--- config.mk ---
export PLATFORM = sky130hd
export DESIGN_NAME = nni_device_end_flat
export DESIGN_NICKNAME = d
export VERILOG_FILES = /design/src/verilog/nni_pkg.sv /design/src/verilog/nni_link_if.sv /design/src/verilog/nni_device_end.sv /design/src/verilog/frame_addr_check.sv /design/src/flat_wrapper.sv
export SDC_FILE = /design/constraint.sdc
export NUM_CORES = 2
export LEC_CHECK = 0
export BUFFER_PORTS_ARGS = -buffer_cell sky130_fd_sc_hd__buf_2
export CAP_MARGIN = 20
export CORE_MARGIN = 5
export CORE_UTILIZATION = 40
export CTS_BUF_LIST = sky130_fd_sc_hd__clkbuf_16
export DETAILED_ROUTE_END_ITERATION = 6
export REMOVE_ABC_BUFFERS = 1
export SYNTH_ARGS = -nofsm -noshare
export SYNTH_HDL_FRONTEND = slang
export SYNTH_HIERARCHICAL = 1
export SYNTH_SLANG_ARGS = --single-unit
--- constraint.sdc ---
create_clock -name core_clk_in -period 8.7 [get_ports core_clk_in]
set_clock_uncertainty 0.05 [all_clocks]
set_input_delay 0.435 -clock core_clk_in [delete_from_list [all_inputs] [get_ports core_clk_in]]
set_output_delay 0.435 -clock core_clk_in [all_outputs]
set_load 0.05 [all_outputs]
--- src/verilog/nni_pkg.sv ---
// Overview of operation
// - One address length per interface, never mixed
// - Four octets: EA zero, zero, zero, one
// - Two octets: EA zero then one
// - Three-octet address is never valid
// - Four octets, select one: 17-bit identifier
// - Four octets, select zero: 23-bit identifier
// - Two octets: 10-bit identifier
// - Send only changed connection status, on change
// - Link layer retransmits until acknowledged
// - User channel failure reports connection inactive
// - Sent active bit ignores received active bit
// - Segment failure inactive, restoration active
// - Network channel down: all user connections inactive
// - Network channel up after monitored good polls
// - Remote absent: local present but inactive
// - Locally deleted connection reported absent
// - Signalling messages take priority over status
// - Received new indication forwarded onward for configured connections only
// - Answer new indication with current status
`default_nettype none
package nni_pkg;
  localparam int DLCI_W = 23;
  localparam int ADDR_LEN2 = 2;
  localparam int ADDR_LEN4 = 4;
  localparam int EA_POS = 0;
  localparam int DC_POS = 1;
  localparam int ST_NEW_POS = 3;
  localparam int ST_DEL_POS = 2;
  localparam int ST_ACT_POS = 1;
  // monitored_event_count and error_threshold_count defaults
  localparam int MON_EVT_DEF = 4;
  localparam int ERR_THR_DEF = 3;
  localparam int CLK_PERIOD_NS = 10;
  localparam int RETX_TIME_NS = 2000;
  localparam int RETX_CYC = (RETX_TIME_NS + CLK_PERIOD_NS - 1) / CLK_PERIOD_NS;
  localparam logic [7:0] REG_CTRL = 8'h00;
  localparam logic [7:0] REG_STATUS = 8'h04;
  localparam logic [7:0] REG_PVC_BASE = 8'h40;
  localparam int CTRL_LEN4 = 0;
  localparam int CTRL_DC = 1;
  localparam int PVC_CFG = 24;
  localparam int PVC_SEG_OK = 25;
  localparam int PVC_REM_ACT = 26;
  localparam int PVC_REM_PRES = 27;
  localparam int PVC_USER_ACT = 28;
  localparam int PVC_SENT_ACT = 29;
  localparam int STAT_NNI_ACT = 0;
  localparam int STAT_UNI_ACT = 1;
  localparam int STAT_TX_BUSY = 2;
  localparam int CH_NNI = 0;
  localparam int CH_UNI = 1;

  typedef enum logic [1:0] {TX_IDLE, TX_SEND, TX_WAIT} tx_state_t;

  function automatic logic [7:0] addr_octet(input logic [2:0] idx, input logic len4,
                                            input logic dc, input logic [DLCI_W-1:0] d);
    logic [7:0] o;
    o = 8'h00;
    if (!len4) begin
      case (idx)
        3'h0: o = {d[9:4], 2'h0};
        default: o = {d[3:0], 4'h1};
      endcase
    end else if (dc) begin
      case (idx)
        3'h0: o = {d[16:11], 2'h0};
        3'h1: o = {d[10:7], 4'h0};
        3'h2: o = {d[6:0], 1'h0};
        default: o = 8'h03;
      endcase
    end else begin
      case (idx)
        3'h0: o = {d[22:17], 2'h0};
        3'h1: o = {d[16:13], 4'h0};
        3'h2: o = {d[12:6], 1'h0};
        default: o = {d[5:0], 2'h1};
      endcase
    end
    return o;
  endfunction

  function automatic logic [7:0] status_octet(input logic nw, input logic del, input logic act);
    logic [7:0] o;
    o = 8'h00;
    o[ST_NEW_POS] = nw;
    o[ST_DEL_POS] = del;
    o[ST_ACT_POS] = act;
    return o;
  endfunction
endpackage
`default_nettype wire

--- src/verilog/nni_link_if.sv ---
`default_nettype none
interface nni_link_if;
  logic dev_valid;
  logic [7:0] dev_data;
  logic dev_last;
  logic dev_ack;
  logic peer_valid;
  logic [7:0] peer_data;
  logic peer_last;
  logic peer_ack;
  modport dev (output dev_valid, dev_data, dev_last, dev_ack,
               input peer_valid, peer_data, peer_last, peer_ack);
  modport peer (input dev_valid, dev_data, dev_last, dev_ack,
                output peer_valid, peer_data, peer_last, peer_ack);
endinterface
`default_nettype wire

--- src/verilog/nni_device_end.sv ---
// Our own choices: the placing of the registers and the address-and-strobe port.
`default_nettype none
module nni_device_end #(
  parameter int NUM_PVC = 16,
  parameter int MON_EVT = nni_pkg::MON_EVT_DEF,
  parameter int ERR_THR = nni_pkg::ERR_THR_DEF
) (
  input wire logic core_clk_in,
  input wire logic rstn_in,
  nni_link_if.dev link,
  input wire logic [7:0] reg_addr_in,
  input wire logic [31:0] reg_wdata_in,
  input wire logic reg_wr_in,
  input wire logic reg_rd_in,
  output logic [31:0] reg_rdata_out,
  input wire logic nni_poll_ok_in,
  input wire logic nni_poll_err_in,
  input wire logic uni_poll_ok_in,
  input wire logic uni_poll_err_in,
  input wire logic svc_pending_in,
  output logic [NUM_PVC-1:0] user_present_out,
  output logic [NUM_PVC-1:0] user_active_out,
  output logic user_new_out,
  output logic [$clog2(NUM_PVC)-1:0] user_new_idx_out
);
  import nni_pkg::*;
  localparam int IDX_W = $clog2(NUM_PVC);
  logic len4, dc, pvc_hit, any_pend, grant, frm_ok, rx_hit;
  logic [1:0] chan_active, poll_ok, poll_err;
  logic [NUM_PVC-1:0] cfg, seg_ok, rem_act, rem_pres, sent_act, del_pend, new_reply;
  logic [NUM_PVC-1:0] add_pend, local_act, pend;
  logic [DLCI_W-1:0] tx_dlci, frm_dlci, pvc_dlci [NUM_PVC];
  logic [7:0] pvc_off, tx_stat, frm_stat;
  logic [IDX_W-1:0] reg_idx, sel, rx_idx;
  tx_state_t state;
  logic [2:0] txi, alen;
  logic [15:0] tmr;
  assign poll_ok = {uni_poll_ok_in, nni_poll_ok_in};
  assign poll_err = {uni_poll_err_in, nni_poll_err_in};
  assign alen = len4 ? 3'(ADDR_LEN4) : 3'(ADDR_LEN2);
  assign pvc_off = reg_addr_in - REG_PVC_BASE;
  assign pvc_hit = (reg_addr_in >= REG_PVC_BASE) && (pvc_off[7:2] < 6'(NUM_PVC)) &&
                   (pvc_off[1:0] == 2'h0);
  assign reg_idx = pvc_off[IDX_W+1:2];
  // Link integrity monitor for the network-side and user-side channels
  for (genvar c = 0; c < 2; c++) begin : g_mon
    logic act;
    logic [7:0] ev_cnt, err_cnt, ok_cnt;
    assign chan_active[c] = act;
    always_ff @(posedge core_clk_in or negedge rstn_in) begin
      if (!rstn_in) begin
        act <= 1'b0;
        ev_cnt <= 8'h00;
        err_cnt <= 8'h00;
        ok_cnt <= 8'h00;
      end else if (act) begin
        if (poll_err[c] && (err_cnt + 8'h01 >= 8'(ERR_THR))) begin
          act <= 1'b0;
          ev_cnt <= 8'h00;
          err_cnt <= 8'h00;
          ok_cnt <= 8'h00;
        end else if (poll_ok[c] || poll_err[c]) begin
          if (ev_cnt + 8'h01 >= 8'(MON_EVT)) begin
            ev_cnt <= 8'h00;
            err_cnt <= 8'h00;
          end else begin
            ev_cnt <= ev_cnt + 8'h01;
            err_cnt <= err_cnt + {7'h00, poll_err[c]};
          end
        end
      end else if (poll_err[c]) begin
        ok_cnt <= 8'h00;
      end else if (poll_ok[c]) begin
        if (ok_cnt + 8'h01 >= 8'(MON_EVT)) begin
          act <= 1'b1;
          ok_cnt <= 8'h00;
        end else begin
          ok_cnt <= ok_cnt + 8'h01;
        end
      end
    end
  end
  always_comb begin
    any_pend = 1'b0;
    sel = '0;
    for (int i = 0; i < NUM_PVC; i++) begin
      // Reported state depends only on local conditions
      local_act[i] = cfg[i] & seg_ok[i] & chan_active[CH_UNI];
      pend[i] = (cfg[i] & ((local_act[i] != sent_act[i]) | new_reply[i] | add_pend[i])) |
                del_pend[i];
      if (pend[i] && !any_pend) begin
        any_pend = 1'b1;
        sel = IDX_W'(i);
      end
    end
  end
  always_comb begin
    rx_hit = 1'b0;
    rx_idx = '0;
    for (int i = 0; i < NUM_PVC; i++) begin
      if (cfg[i] && pvc_dlci[i] == frm_dlci && !rx_hit) begin
        rx_hit = 1'b1;
        rx_idx = IDX_W'(i);
      end
    end
  end
  assign grant = (state == TX_IDLE) && any_pend && !svc_pending_in;
  always_ff @(posedge core_clk_in or negedge rstn_in) begin
    if (!rstn_in) begin
      len4 <= 1'b1;
      dc <= 1'b0;
      cfg <= '0;
      seg_ok <= '0;
      for (int i = 0; i < NUM_PVC; i++) begin
        pvc_dlci[i] <= '0;
      end
    end else if (reg_wr_in) begin
      if (reg_addr_in == REG_CTRL) begin
        len4 <= reg_wdata_in[CTRL_LEN4];
        dc <= reg_wdata_in[CTRL_DC];
      end else if (pvc_hit) begin
        cfg[reg_idx] <= reg_wdata_in[PVC_CFG];
        seg_ok[reg_idx] <= reg_wdata_in[PVC_SEG_OK];
        if (reg_wdata_in[PVC_CFG]) begin
          pvc_dlci[reg_idx] <= reg_wdata_in[DLCI_W-1:0];
        end
      end
    end
  end
  // Report bookkeeping: a set in the same cycle as the grant wins
  always_ff @(posedge core_clk_in or negedge rstn_in) begin
    if (!rstn_in) begin
      sent_act <= '0;
      del_pend <= '0;
      new_reply <= '0;
      add_pend <= '0;
    end else begin
      if (grant) begin
        sent_act[sel] <= local_act[sel] & ~del_pend[sel];
        del_pend[sel] <= 1'b0;
        new_reply[sel] <= 1'b0;
        add_pend[sel] <= 1'b0;
      end
      if (reg_wr_in && pvc_hit) begin
        if (cfg[reg_idx] && !reg_wdata_in[PVC_CFG]) begin
          del_pend[reg_idx] <= 1'b1;
        end else if (!cfg[reg_idx] && reg_wdata_in[PVC_CFG]) begin
          add_pend[reg_idx] <= 1'b1;
        end
      end
      if (frm_ok && rx_hit && frm_stat[ST_NEW_POS]) begin
        new_reply[rx_idx] <= 1'b1;
      end
    end
  end
  always_ff @(posedge core_clk_in or negedge rstn_in) begin
    if (!rstn_in) begin
      state <= TX_IDLE;
      txi <= 3'h0;
      tmr <= 16'h0000;
      tx_dlci <= '0;
      tx_stat <= 8'h00;
      link.dev_valid <= 1'b0;
      link.dev_data <= 8'h00;
      link.dev_last <= 1'b0;
    end else begin
      case (state)
        TX_IDLE: begin
          link.dev_valid <= 1'b0;
          link.dev_last <= 1'b0;
          if (grant) begin
            tx_dlci <= pvc_dlci[sel];
            tx_stat <= status_octet(add_pend[sel], del_pend[sel],
                                    local_act[sel] & ~del_pend[sel]);
            txi <= 3'h0;
            state <= TX_SEND;
          end
        end
        TX_SEND: begin
          link.dev_valid <= 1'b1;
          link.dev_last <= (txi == alen);
          link.dev_data <= (txi == alen) ? tx_stat : addr_octet(txi, len4, dc, tx_dlci);
          if (txi == alen) begin
            tmr <= 16'h0000;
            state <= TX_WAIT;
          end else begin
            txi <= txi + 3'h1;
          end
        end
        TX_WAIT: begin
          link.dev_valid <= 1'b0;
          link.dev_last <= 1'b0;
          if (link.peer_ack) begin
            state <= TX_IDLE;
          end else if (tmr == 16'(RETX_CYC - 1)) begin
            txi <= 3'h0;
            state <= TX_SEND;
          end else begin
            tmr <= tmr + 16'h0001;
          end
        end
        default: state <= TX_IDLE;
      endcase
    end
  end
  frame_addr_check u_check (
    .core_clk_in(core_clk_in),
    .rstn_in(rstn_in),
    .len4_in(len4),
    .valid_in(link.peer_valid),
    .data_in(link.peer_data),
    .last_in(link.peer_last),
    .ok_out(frm_ok),
    .bad_out(),
    .dlci_out(frm_dlci),
    .stat_out(frm_stat)
  );
  always_ff @(posedge core_clk_in or negedge rstn_in) begin
    if (!rstn_in) begin
      rem_act <= '0;
      rem_pres <= '0;
      link.dev_ack <= 1'b0;
      user_new_out <= 1'b0;
      user_new_idx_out <= '0;
    end else begin
      link.dev_ack <= frm_ok;
      user_new_out <= 1'b0;
      if (frm_ok && rx_hit) begin
        rem_act[rx_idx] <= frm_stat[ST_ACT_POS];
        rem_pres[rx_idx] <= ~frm_stat[ST_DEL_POS];
        if (frm_stat[ST_NEW_POS]) begin
          user_new_out <= 1'b1;
          user_new_idx_out <= rx_idx;
        end
      end
    end
  end
  always_ff @(posedge core_clk_in or negedge rstn_in) begin
    if (!rstn_in) begin
      user_present_out <= '0;
      user_active_out <= '0;
    end else begin
      user_present_out <= cfg;
      user_active_out <= cfg & seg_ok & rem_pres & rem_act &
                         {NUM_PVC{chan_active[CH_NNI]}};
    end
  end
  always_ff @(posedge core_clk_in or negedge rstn_in) begin
    if (!rstn_in) begin
      reg_rdata_out <= 32'h00000000;
    end else begin
      reg_rdata_out <= 32'h00000000;
      if (reg_rd_in) begin
        if (reg_addr_in == REG_CTRL) begin
          reg_rdata_out[CTRL_LEN4] <= len4;
          reg_rdata_out[CTRL_DC] <= dc;
        end else if (reg_addr_in == REG_STATUS) begin
          reg_rdata_out[STAT_NNI_ACT] <= chan_active[CH_NNI];
          reg_rdata_out[STAT_UNI_ACT] <= chan_active[CH_UNI];
          reg_rdata_out[STAT_TX_BUSY] <= (state != TX_IDLE);
        end else if (pvc_hit) begin
          reg_rdata_out[DLCI_W-1:0] <= pvc_dlci[reg_idx];
          reg_rdata_out[PVC_CFG] <= cfg[reg_idx];
          reg_rdata_out[PVC_SEG_OK] <= seg_ok[reg_idx];
          reg_rdata_out[PVC_REM_ACT] <= rem_act[reg_idx];
          reg_rdata_out[PVC_REM_PRES] <= rem_pres[reg_idx];
          reg_rdata_out[PVC_USER_ACT] <= user_active_out[reg_idx];
          reg_rdata_out[PVC_SENT_ACT] <= sent_act[reg_idx];
        end
      end
    end
  end
endmodule
`default_nettype wire

--- src/verilog/frame_addr_check.sv ---
`default_nettype none
module frame_addr_check (
  input wire logic core_clk_in,
  input wire logic rstn_in,
  input wire logic len4_in,
  input wire logic valid_in,
  input wire logic [7:0] data_in,
  input wire logic last_in,
  output logic ok_out,
  output logic bad_out,
  output logic [nni_pkg::DLCI_W-1:0] dlci_out,
  output logic [7:0] stat_out
);
  import nni_pkg::*;
  logic [2:0] idx;
  logic bad;
  logic [DLCI_W-1:0] acc;
  logic [2:0] alen;
  logic [DLCI_W-1:0] next_acc;
  logic next_bad;

  assign alen = len4_in ? 3'(ADDR_LEN4) : 3'(ADDR_LEN2);

  always_comb begin
    next_acc = acc;
    next_bad = bad;
    if (idx < alen) begin
      // Extension bit must be set on the last address octet only
      if (data_in[EA_POS] != (idx == alen - 3'h1)) begin
        next_bad = 1'b1;
      end
      case (idx)
        3'h0: next_acc = DLCI_W'(data_in[7:2]);
        3'h1: next_acc = {acc[DLCI_W-5:0], data_in[7:4]};
        3'h2: next_acc = {acc[DLCI_W-8:0], data_in[7:1]};
        default: begin
          if (!data_in[DC_POS]) begin
            next_acc = {acc[DLCI_W-7:0], data_in[7:2]};
          end
        end
      endcase
    end else if (idx > alen) begin
      next_bad = 1'b1;
    end
  end

  always_ff @(posedge core_clk_in or negedge rstn_in) begin
    if (!rstn_in) begin
      idx <= 3'h0;
      bad <= 1'b0;
      acc <= '0;
      ok_out <= 1'b0;
      bad_out <= 1'b0;
      dlci_out <= '0;
      stat_out <= 8'h00;
    end else begin
      ok_out <= 1'b0;
      bad_out <= 1'b0;
      if (valid_in) begin
        if (last_in) begin
          idx <= 3'h0;
          bad <= 1'b0;
          acc <= '0;
          if (next_bad || idx != alen) begin
            bad_out <= 1'b1;
          end else begin
            ok_out <= 1'b1;
            dlci_out <= acc;
            stat_out <= data_in;
          end
        end else begin
          if (idx != 3'h7) begin
            idx <= idx + 3'h1;
          end
          bad <= next_bad;
          acc <= next_acc;
        end
      end
    end
  end
endmodule
`default_nettype wire

--- src/flat_wrapper.sv ---
// flat-port wrapper written by rule: the top's interface ports become plain ports
module nni_device_end_flat import nni_pkg::*;
#(
  parameter int NUM_PVC = 16,
  parameter int MON_EVT = nni_pkg::MON_EVT_DEF,
  parameter int ERR_THR = nni_pkg::ERR_THR_DEF
)
  (core_clk_in, rstn_in, reg_addr_in, reg_wdata_in, reg_wr_in, reg_rd_in, reg_rdata_out, nni_poll_ok_in, nni_poll_err_in, uni_poll_ok_in, uni_poll_err_in, svc_pending_in, user_present_out, user_active_out, user_new_out, user_new_idx_out, link_dev_valid, link_dev_data, link_dev_last, link_dev_ack, link_peer_valid, link_peer_data, link_peer_last, link_peer_ack);
  nni_link_if link_i ();
  input wire logic core_clk_in;
  input wire logic rstn_in;
  input wire logic [7:0] reg_addr_in;
  input wire logic [31:0] reg_wdata_in;
  input wire logic reg_wr_in;
  input wire logic reg_rd_in;
  output logic [31:0] reg_rdata_out;
  input wire logic nni_poll_ok_in;
  input wire logic nni_poll_err_in;
  input wire logic uni_poll_ok_in;
  input wire logic uni_poll_err_in;
  input wire logic svc_pending_in;
  output logic [NUM_PVC-1:0] user_present_out;
  output logic [NUM_PVC-1:0] user_active_out;
  output logic user_new_out;
  output logic [$clog2(NUM_PVC)-1:0] user_new_idx_out;
  output wire logic [$bits(link_i.dev_valid)-1:0] link_dev_valid;
  output wire logic [$bits(link_i.dev_data)-1:0] link_dev_data;
  output wire logic [$bits(link_i.dev_last)-1:0] link_dev_last;
  output wire logic [$bits(link_i.dev_ack)-1:0] link_dev_ack;
  input wire logic [$bits(link_i.peer_valid)-1:0] link_peer_valid;
  input wire logic [$bits(link_i.peer_data)-1:0] link_peer_data;
  input wire logic [$bits(link_i.peer_last)-1:0] link_peer_last;
  input wire logic [$bits(link_i.peer_ack)-1:0] link_peer_ack;
  assign link_dev_valid = link_i.dev_valid;
  assign link_dev_data = link_i.dev_data;
  assign link_dev_last = link_i.dev_last;
  assign link_dev_ack = link_i.dev_ack;
  assign link_i.peer_valid = link_peer_valid;
  assign link_i.peer_data = link_peer_data;
  assign link_i.peer_last = link_peer_last;
  assign link_i.peer_ack = link_peer_ack;
  nni_device_end #(.NUM_PVC(NUM_PVC), .MON_EVT(MON_EVT), .ERR_THR(ERR_THR)) u_core (.core_clk_in(core_clk_in), .rstn_in(rstn_in), .link(link_i), .reg_addr_in(reg_addr_in), .reg_wdata_in(reg_wdata_in), .reg_wr_in(reg_wr_in), .reg_rd_in(reg_rd_in), .reg_rdata_out(reg_rdata_out), .nni_poll_ok_in(nni_poll_ok_in), .nni_poll_err_in(nni_poll_err_in), .uni_poll_ok_in(uni_poll_ok_in), .uni_poll_err_in(uni_poll_err_in), .svc_pending_in(svc_pending_in), .user_present_out(user_present_out), .user_active_out(user_active_out), .user_new_out(user_new_out), .user_new_idx_out(user_new_idx_out));
endmodule
======== After elaboration in Yosys (flattened, before gate mapping) ========
Cells that the tools add are included.
word-level totals
  output and inout port bits .............. 80
  latch bits .............................. 0
  input bits .............................. 60
  memories ................................ 0
  logic and storage cells ................. 572
  register bits after elaboration ......... 727
  bits in writable memories ............... 0
  bits in read-only memories .............. 0
cells by class
  equal/unequal tests ..................... 55
  shift-type cells ........................ 0
  add/sub/neg operators ................... 13
  muxes and demuxes ....................... 189
  bitwise operators ....................... 114
  multiply operators ...................... 0
  div/mod/pow operators ................... 0
  reduce and logical (&&, ||, !) cells .... 128
  magnitude comparators ................... 19
operators by type and width
  cell                                                               number
  bitwise mux 368 bit                                                1
  == test 23 bit                                                     16
  two-way mux 23 bit                                                 10
  two-way mux 8 bit                                                  26
  two-way mux 16 bit                                                 12
  binary-select mux 23 bit (select 4 bit)                            2
  bitwise AND 16 bit                                                 7
  demux 23 bit (select 4 bit)                                        1
  bitwise mux 16 bit                                                 5
  case mux 23 bit (3 select lines)                                   1
  two-way mux 1 bit                                                  65
  two-way mux 4 bit                                                  16
  logical AND 1 bit                                                  61
  bitwise AND 1 bit                                                  49
  adder 8 x 1 -> 8 bit, second input constant                        6
  two-way mux 3 bit                                                  16
  bitwise OR 1 bit                                                   48
  bitwise OR 16 bit                                                  3
  case mux 8 bit (3 select lines)                                    2
  binary-select mux 1 bit (select 4 bit)                             9
  zero test 1 bit                                                    33
  greater-or-equal comparator 8 x 3 -> 1 bit, second input constant  4
  case mux 16 bit (2 select lines)                                   1
  two-way mux 6 bit                                                  4
  other kinds (49)                                                   120

======== Depth between registers and ports, before layout ========
  depth in word-level cells ............... 64
  depth in mapped cells ................... 15
  depth with buffers taken out ............ 11

======== Cells and area by module ========
Netlist, hierarchy kept.
modules (own cells, without submodules)
  module            instances  cells an instance  area each (um^2)  sequential area each (um^2)
  nni_device_end    1          3363               37835.0           16817.4
  frame_addr_check  1          226                3006.6            1501.4

======== Worst setup path after synthesis ========
OpenSTA, ideal clock, no wires.
  path type ............................... register to register
  from .................................... register u_core.new_reply[0]
  to ...................................... register u_core.tx_dlci[10]
  required time ........................... 8525 ps
  clock period less this slack ............ 3651 ps
  arrival ................................. 3476 ps
  stages on the path, launching flop included .. 15
  slack ................................... 5049 ps
  library setup time ...................... 125 ps
  path buffers ............................ 4
  cell sequence ........................... dfrtp_1 or3_1 o32a_1 or4_1 buf_2 a2111oi_2 or2_2 buf_2 nor2_1 buf_2 buf_2 a22o_1 o21ai_0 o2111ai_1 mux2_2
between the ends
  cells in the longest elaborated chain, start to end .. 54
  elaborated cells between the ends (all ways) .. 72
  classes of those cells .................. 34 x mux; 5 x bitwise; 33 x reduce/logical
ends and longest elaborated chain
  item                                                    RTL line               source
  from (decl)                                             nni_device_end.sv:30   logic [NUM_PVC-1:0] cfg, seg_ok, rem_act, rem_pres, sent_act, del_pend, new_reply;
  from (signal assigned)                                  nni_device_end.sv:135  new_reply <= '0;
  from (signal, indexed assignment)                       nni_device_end.sv:141  new_reply[sel] <= 1'b0;
  from (signal, indexed assignment)                       nni_device_end.sv:152  new_reply[rx_idx] <= 1'b1;
  bitwise OR 1 bit (*) (2 in series)                      nni_device_end.sv:89   pend[i] = (cfg[i] & ((local_act[i] != sent_act[i]) | new_reply[i] | add_pend[i])) |
  bitwise AND 1 bit (*)                                   nni_device_end.sv:89
  bitwise OR 1 bit (*)                                    nni_device_end.sv:89
  two-way mux 1 bit (*)                                   nni_device_end.sv:91   if (pend[i] && !any_pend) begin
  zero test 1 bit                                         nni_device_end.sv:91
  logical AND 1 bit                                       nni_device_end.sv:91
  two-way mux 1 bit                                       nni_device_end.sv:91
  zero test 1 bit                                         nni_device_end.sv:91
  [... 36 more ...]                                       n/a
  logical AND 1 bit                                       nni_device_end.sv:91
  two-way mux 1 bit                                       nni_device_end.sv:91
  zero test 1 bit                                         nni_device_end.sv:91
  logical AND 1 bit                                       nni_device_end.sv:91
  two-way mux 4 bit                                       nni_device_end.sv:91
  inverter 4 -> 5 bit (not written as such)               nni_device_end.sv:172  tx_dlci <= pvc_dlci[sel];
  binary-select mux 23 bit (select 4 bit)                 nni_device_end.sv:172
  two-way mux 23 bit (not written as such) (2 in series)  nni_device_end.sv:172
  to (signal assigned)                                    nni_device_end.sv:172
  to (decl)                                               nni_device_end.sv:32   logic [DLCI_W-1:0] tx_dlci, frm_dlci, pvc_dlci [NUM_PVC];
Mark *: on every way between the ends. The rest lies on a longest branch, timed or not. The select of a mux whose other input is x is not followed.
A chain may end at the register's enable or synchronous reset.

======== Final worst setup path ========
  from .................................... register u_core.g_mon[1].act
  to ...................................... register u_core.tx_dlci[18]
between the ends
  cells in the longest elaborated chain, start to end .. 56
  elaborated cells between the ends (all ways) .. 164
  classes of those cells .................. 16 x eq/ne; 34 x mux; 81 x bitwise; 33 x reduce/logical
ends and longest elaborated chain
  item                                                    RTL line               source
  from (decl)                                             nni_device_end.sv:47   logic act;
  from (signal assigned)                                  nni_device_end.sv:52   act <= 1'b0;
  from (signal assigned)                                  nni_device_end.sv:58   act <= 1'b0;
  from (signal assigned)                                  nni_device_end.sv:75   act <= 1'b1;
  bitwise AND 1 bit                                       nni_device_end.sv:88   local_act[i] = cfg[i] & seg_ok[i] & chan_active[CH_UNI];
  != test 1 bit                                           nni_device_end.sv:89
  bitwise OR 1 bit (2 in series)                          nni_device_end.sv:89
  bitwise AND 1 bit                                       nni_device_end.sv:89
  bitwise OR 1 bit                                        nni_device_end.sv:89
  two-way mux 1 bit                                       nni_device_end.sv:91
  zero test 1 bit                                         nni_device_end.sv:91
  logical AND 1 bit                                       nni_device_end.sv:91
  [... 38 more ...]                                       n/a
  logical AND 1 bit                                       nni_device_end.sv:91
  two-way mux 1 bit                                       nni_device_end.sv:91
  zero test 1 bit                                         nni_device_end.sv:91
  logical AND 1 bit                                       nni_device_end.sv:91
  two-way mux 4 bit                                       nni_device_end.sv:91
  inverter 4 -> 5 bit (not written as such)               nni_device_end.sv:172
  binary-select mux 23 bit (select 4 bit)                 nni_device_end.sv:172
  two-way mux 23 bit (not written as such) (2 in series)  nni_device_end.sv:172
Parallel ways exist; a longest one is shown, timed or not. The select of a mux whose other input is x is not followed.

==> results.md <==
Layout:
- At the end of the flow the core is filled with cells to ~45%.
- From synthesis to final layout, the design area changed by 11.3%.
- The net count of the finished layout is 3686.
- The layout filler cell count is approximately 9400.
- The post-route netlist has 25.8% of its cells at a drive strength greater than 1.

Setup path:
- STA puts the critical path data arrival time at about 6.5 ns.
- The startpoint of the lowest-slack register-to-register path is u_core/g_mon[1].act$_DFF_PN0_.
- The last element of the critical path is u_core/tx_dlci[18]$_DFFE_PN0P_.
- The most critical setup path has its startpoint at u_core/g_mon[1].act$_DFF_PN0_.
- Counting cells, the worst reg-to-reg path comes to 11.
- The endpoint of the worst-slack reg-to-reg timing path is u_core/tx_dlci[18]$_DFFE_PN0P_.
- Of all nets on the critical path, the largest fanout is 37.
- STA classifies the critical path endpoint as a flip-flop.
- The slack of the worst reg-to-reg path is 2.77 ns.
- The kind of critical path is reg -> reg.
- The critical path data required time is 9.24 ns.
- The worst setup path is launched from a flip-flop.

Placed design:
- The pre-CTS setup slack is 3.04 ns.
- Once detailed placement completed, the half-perimeter wirelength came to 103 mm.
- The number of buffers inserted by port buffering is 129.
- The placer congestion estimate is 1.07.

Run status:
- The run finished with clean final reports.

Clocking:
- The clock transition time at the flip-flop clock pins of the worst setup and hold paths is 0.07 ns.
- The clock reaches the later pin of the worst-skew pair after 0.67 ns.
- TritonCTS built the clock tree.
- The number of buffers added by the clock tree synthesis step is roughly 80.
- Buffers inserted to repair hold after CTS numbered 5.
- The master cell of the clock root buffer is sky130_fd_sc_hd__clkbuf_16.
- For this design, the sink count on the clock tree is 726.
- After clock tree synthesis, the setup repair step added 0 buffers.
- The clock passes through at most 3 buffers.
- The number of levels in the clock H-tree is 3.
- The number of cells upsized or downsized after cts is 0.

Floorplanning:
- The initial utilization of the core area, before any placement, comes to 40.4%.
- The placeable core area is ~0.10 mm².
- The total I/O pin count is 140.
- The die extent in x is 329 µm.
- The height of the chip is 329 µm.
- In this run the core area contains 116 standard-cell rows.
- The floorplan step defined a die boundary enclosing about 0.11 mm².

GRT:
- The total global-route track usage is 27.7%.
- Summed over all layers, the global routing overflow is 0.
- The via count of the first global-routing pass is roughly 31000.
- The number of antenna violations at the first check in global routing came to 11.
- The first global-routing pass estimated 221 mm of wire.
- Entering global routing, the biggest net connects around 150 pins.

Timing:
- The setup slack of the critical path after layout is approximately 2.8 ns.
- The final number of hold-violating endpoints was 0.
- The aggregate negative setup slack is 0 ns.
- Based on the critical path, the design can be clocked at up to 169 MHz.
- At the pin with the least slew margin, the transition time is about 1.2 ns.
- After layout, the worst path uses 68.1% of the clock period.
- Setup repair after global routing left no endpoint under its margin.
- Subtracting the final worst setup slack from the clock period gives 5.93 ns.
- The number of setup violations in the final report is 0.
- The max-slew violation count came to 0.
- The headroom to the max-slew limit is between 20% and 30%.

Detailed routing:
- In the routed design, unresolved DRC markers number 0.
- The pre-antenna-repair detailed-routing pass consisted of 7 iterations.
- The count of nets left with antenna violations after detail routing is 0.
- In the routed layout, each cell is associated on average with a via count of 6.33.
- The detailed router finished its first iteration with 4664 violations.
- The total vias in the final route is approximately 32000.
- In the final routed layout, each cell accounts on average for 30.3 µm.
- The wire length after detailed routing is about 150 mm.

Synthesis:
- The area of the mapped netlist is 0.0406 mm².
- The Yosys step of the flow raised 6 warnings.
- After technology mapping, the gate count stands at 3577.
- The mean post-synth cell area is 11.4 µm².

Flow run:
- The number of max-cap violations is 0.

Pwr:
- The cell leakage power is 21.8 nW.
- In this run the power density over the cells is around 240 mW/mm².
- The worst IR drop on VDD is 234 µV.

Worst hold path:
- In this run the worst hold path is classified as in -> reg.
- Along the worst hold path, the cell count comes to 2.
-- metal layers --
layer  GRT usage (%)  up-vias  share of wire, %
met3            8.68      456                12
met2            40.4     1914                43
met1            37.5    16200                39
met4            13.3       10               5.7
met5           0.770        -              0.10
li1                -    13300                 -
-- power breakdown --
group          switching (mW)  internal [mW]
sequential              0.310           3.60
combinational            2.70          0.919
clock                    1.48           1.89
-- area by class of cell --
type | instances | area, µm² | area share [%]
inverter | 32 | 120 | 0.266
multi-input combinational | 2552 | 21300 | 47.1
clock inverter | 61 | 429 | 0.950
tap | 1357 | 1700 | 3.76
antenna | 7 | 17.5 | 0.0388
sequential | 726 | 18200 | 40.2
timing repair buffer | 208 | 1340 | 2.97
clock buffer | 85 | 2130 | 4.71
-- layout by cell type, fill, tap and decap left out, types with 26 or more instances in the layout --
| cell type | n |
|---|---|
| sky130_fd_sc_hd__nor2_1 | 103 |
| sky130_fd_sc_hd__xnor2_1 | 115 |
| sky130_fd_sc_hd__a221oi_1 | 26 |
| sky130_fd_sc_hd__a21oi_1 | 129 |
| sky130_fd_sc_hd__and2_1 | 31 |
| sky130_fd_sc_hd__buf_2 | 125 |
| sky130_fd_sc_hd__a22oi_1 | 31 |
| sky130_fd_sc_hd__a32o_1 | 33 |
| sky130_fd_sc_hd__buf_4 | 70 |
| sky130_fd_sc_hd__nand2_1 | 351 |
| sky130_fd_sc_hd__mux4_2 | 145 |
| sky130_fd_sc_hd__o21ai_0 | 161 |
| sky130_fd_sc_hd__inv_1 | 51 |
| sky130_fd_sc_hd__mux2_2 | 431 |
| sky130_fd_sc_hd__nand3_1 | 44 |
| sky130_fd_sc_hd__dfrtp_1 | 725 |
| sky130_fd_sc_hd__and3_1 | 43 |
| sky130_fd_sc_hd__a22o_1 | 122 |
| sky130_fd_sc_hd__clkbuf_16 | 85 |
| sky130_fd_sc_hd__nand4_1 | 63 |
| sky130_fd_sc_hd__nor3_1 | 38 |
| sky130_fd_sc_hd__or3_1 | 35 |
| sky130_fd_sc_hd__nor4_1 | 70 |
| sky130_fd_sc_hd__xor2_1 | 266 |
-- worst max-delay path, stage by stage (launching register included) --
cell and delay (ns):
sky130_fd_sc_hd__dfrtp_1 0.63, sky130_fd_sc_hd__buf_4 0.43, sky130_fd_sc_hd__a21boi_0 0.16, sky130_fd_sc_hd__o32a_1 0.41
sky130_fd_sc_hd__or4_1 0.76, sky130_fd_sc_hd__nor2_1 0.58, sky130_fd_sc_hd__a21oi_1 0.45, sky130_fd_sc_hd__nor2_4 0.46
sky130_fd_sc_hd__buf_4 0.55, sky130_fd_sc_hd__a221oi_1 0.20, sky130_fd_sc_hd__o2111ai_1 0.80, sky130_fd_sc_hd__mux2_2 0.30
-- worst min path at each step --
| stage | start | slack [ns] | to |
|---|---|---|---|
| after floorplan | rstn_in | 0.09 | u_core/add_pend[0]$_DFF_PN0_ |
| after global placement | rstn_in | 0.40 | u_core/reg_rdata_out[6]$_DFF_PN0_ |
| after detailed placement | rstn_in | 0.40 | u_core/reg_rdata_out[6]$_DFF_PN0_ |
| after CTS | link_peer_last | 0.008 | u_core/u_check/idx[0]$_DFFE_PN0P_ |
| after global routing | link_peer_last | 0.05 | u_core/u_check/idx[2]$_DFFE_PN0P_ |
| final | link_peer_last | 0.04 | u_core/u_check/idx[2]$_DFFE_PN0P_ |
-- per-stage QoR --
stage               std cells  hold WS (ns)  instance area, µm²  power [mW]
finish                   5028        0.0403               45200        10.9
detailed placement       4870         0.397               42600        7.39
global route             5021        0.0515               45200        11.2
global placement         4870         0.400               42600        7.38
floorplan                3310        0.0894               39500        5.71
CTS                      5021       0.00772               45200        10.8
-- state kept, by name, summed over array words and instances, names as in the netlist, 23 cells and up --
name	count
u_core/pvc_dlci	368
u_core/reg_rdata_out	29
u_core/tx_dlci	23
u_core/u_check/acc	23
u_core/u_check/dlci_out	23
Power figures use the tool's default switching activity.
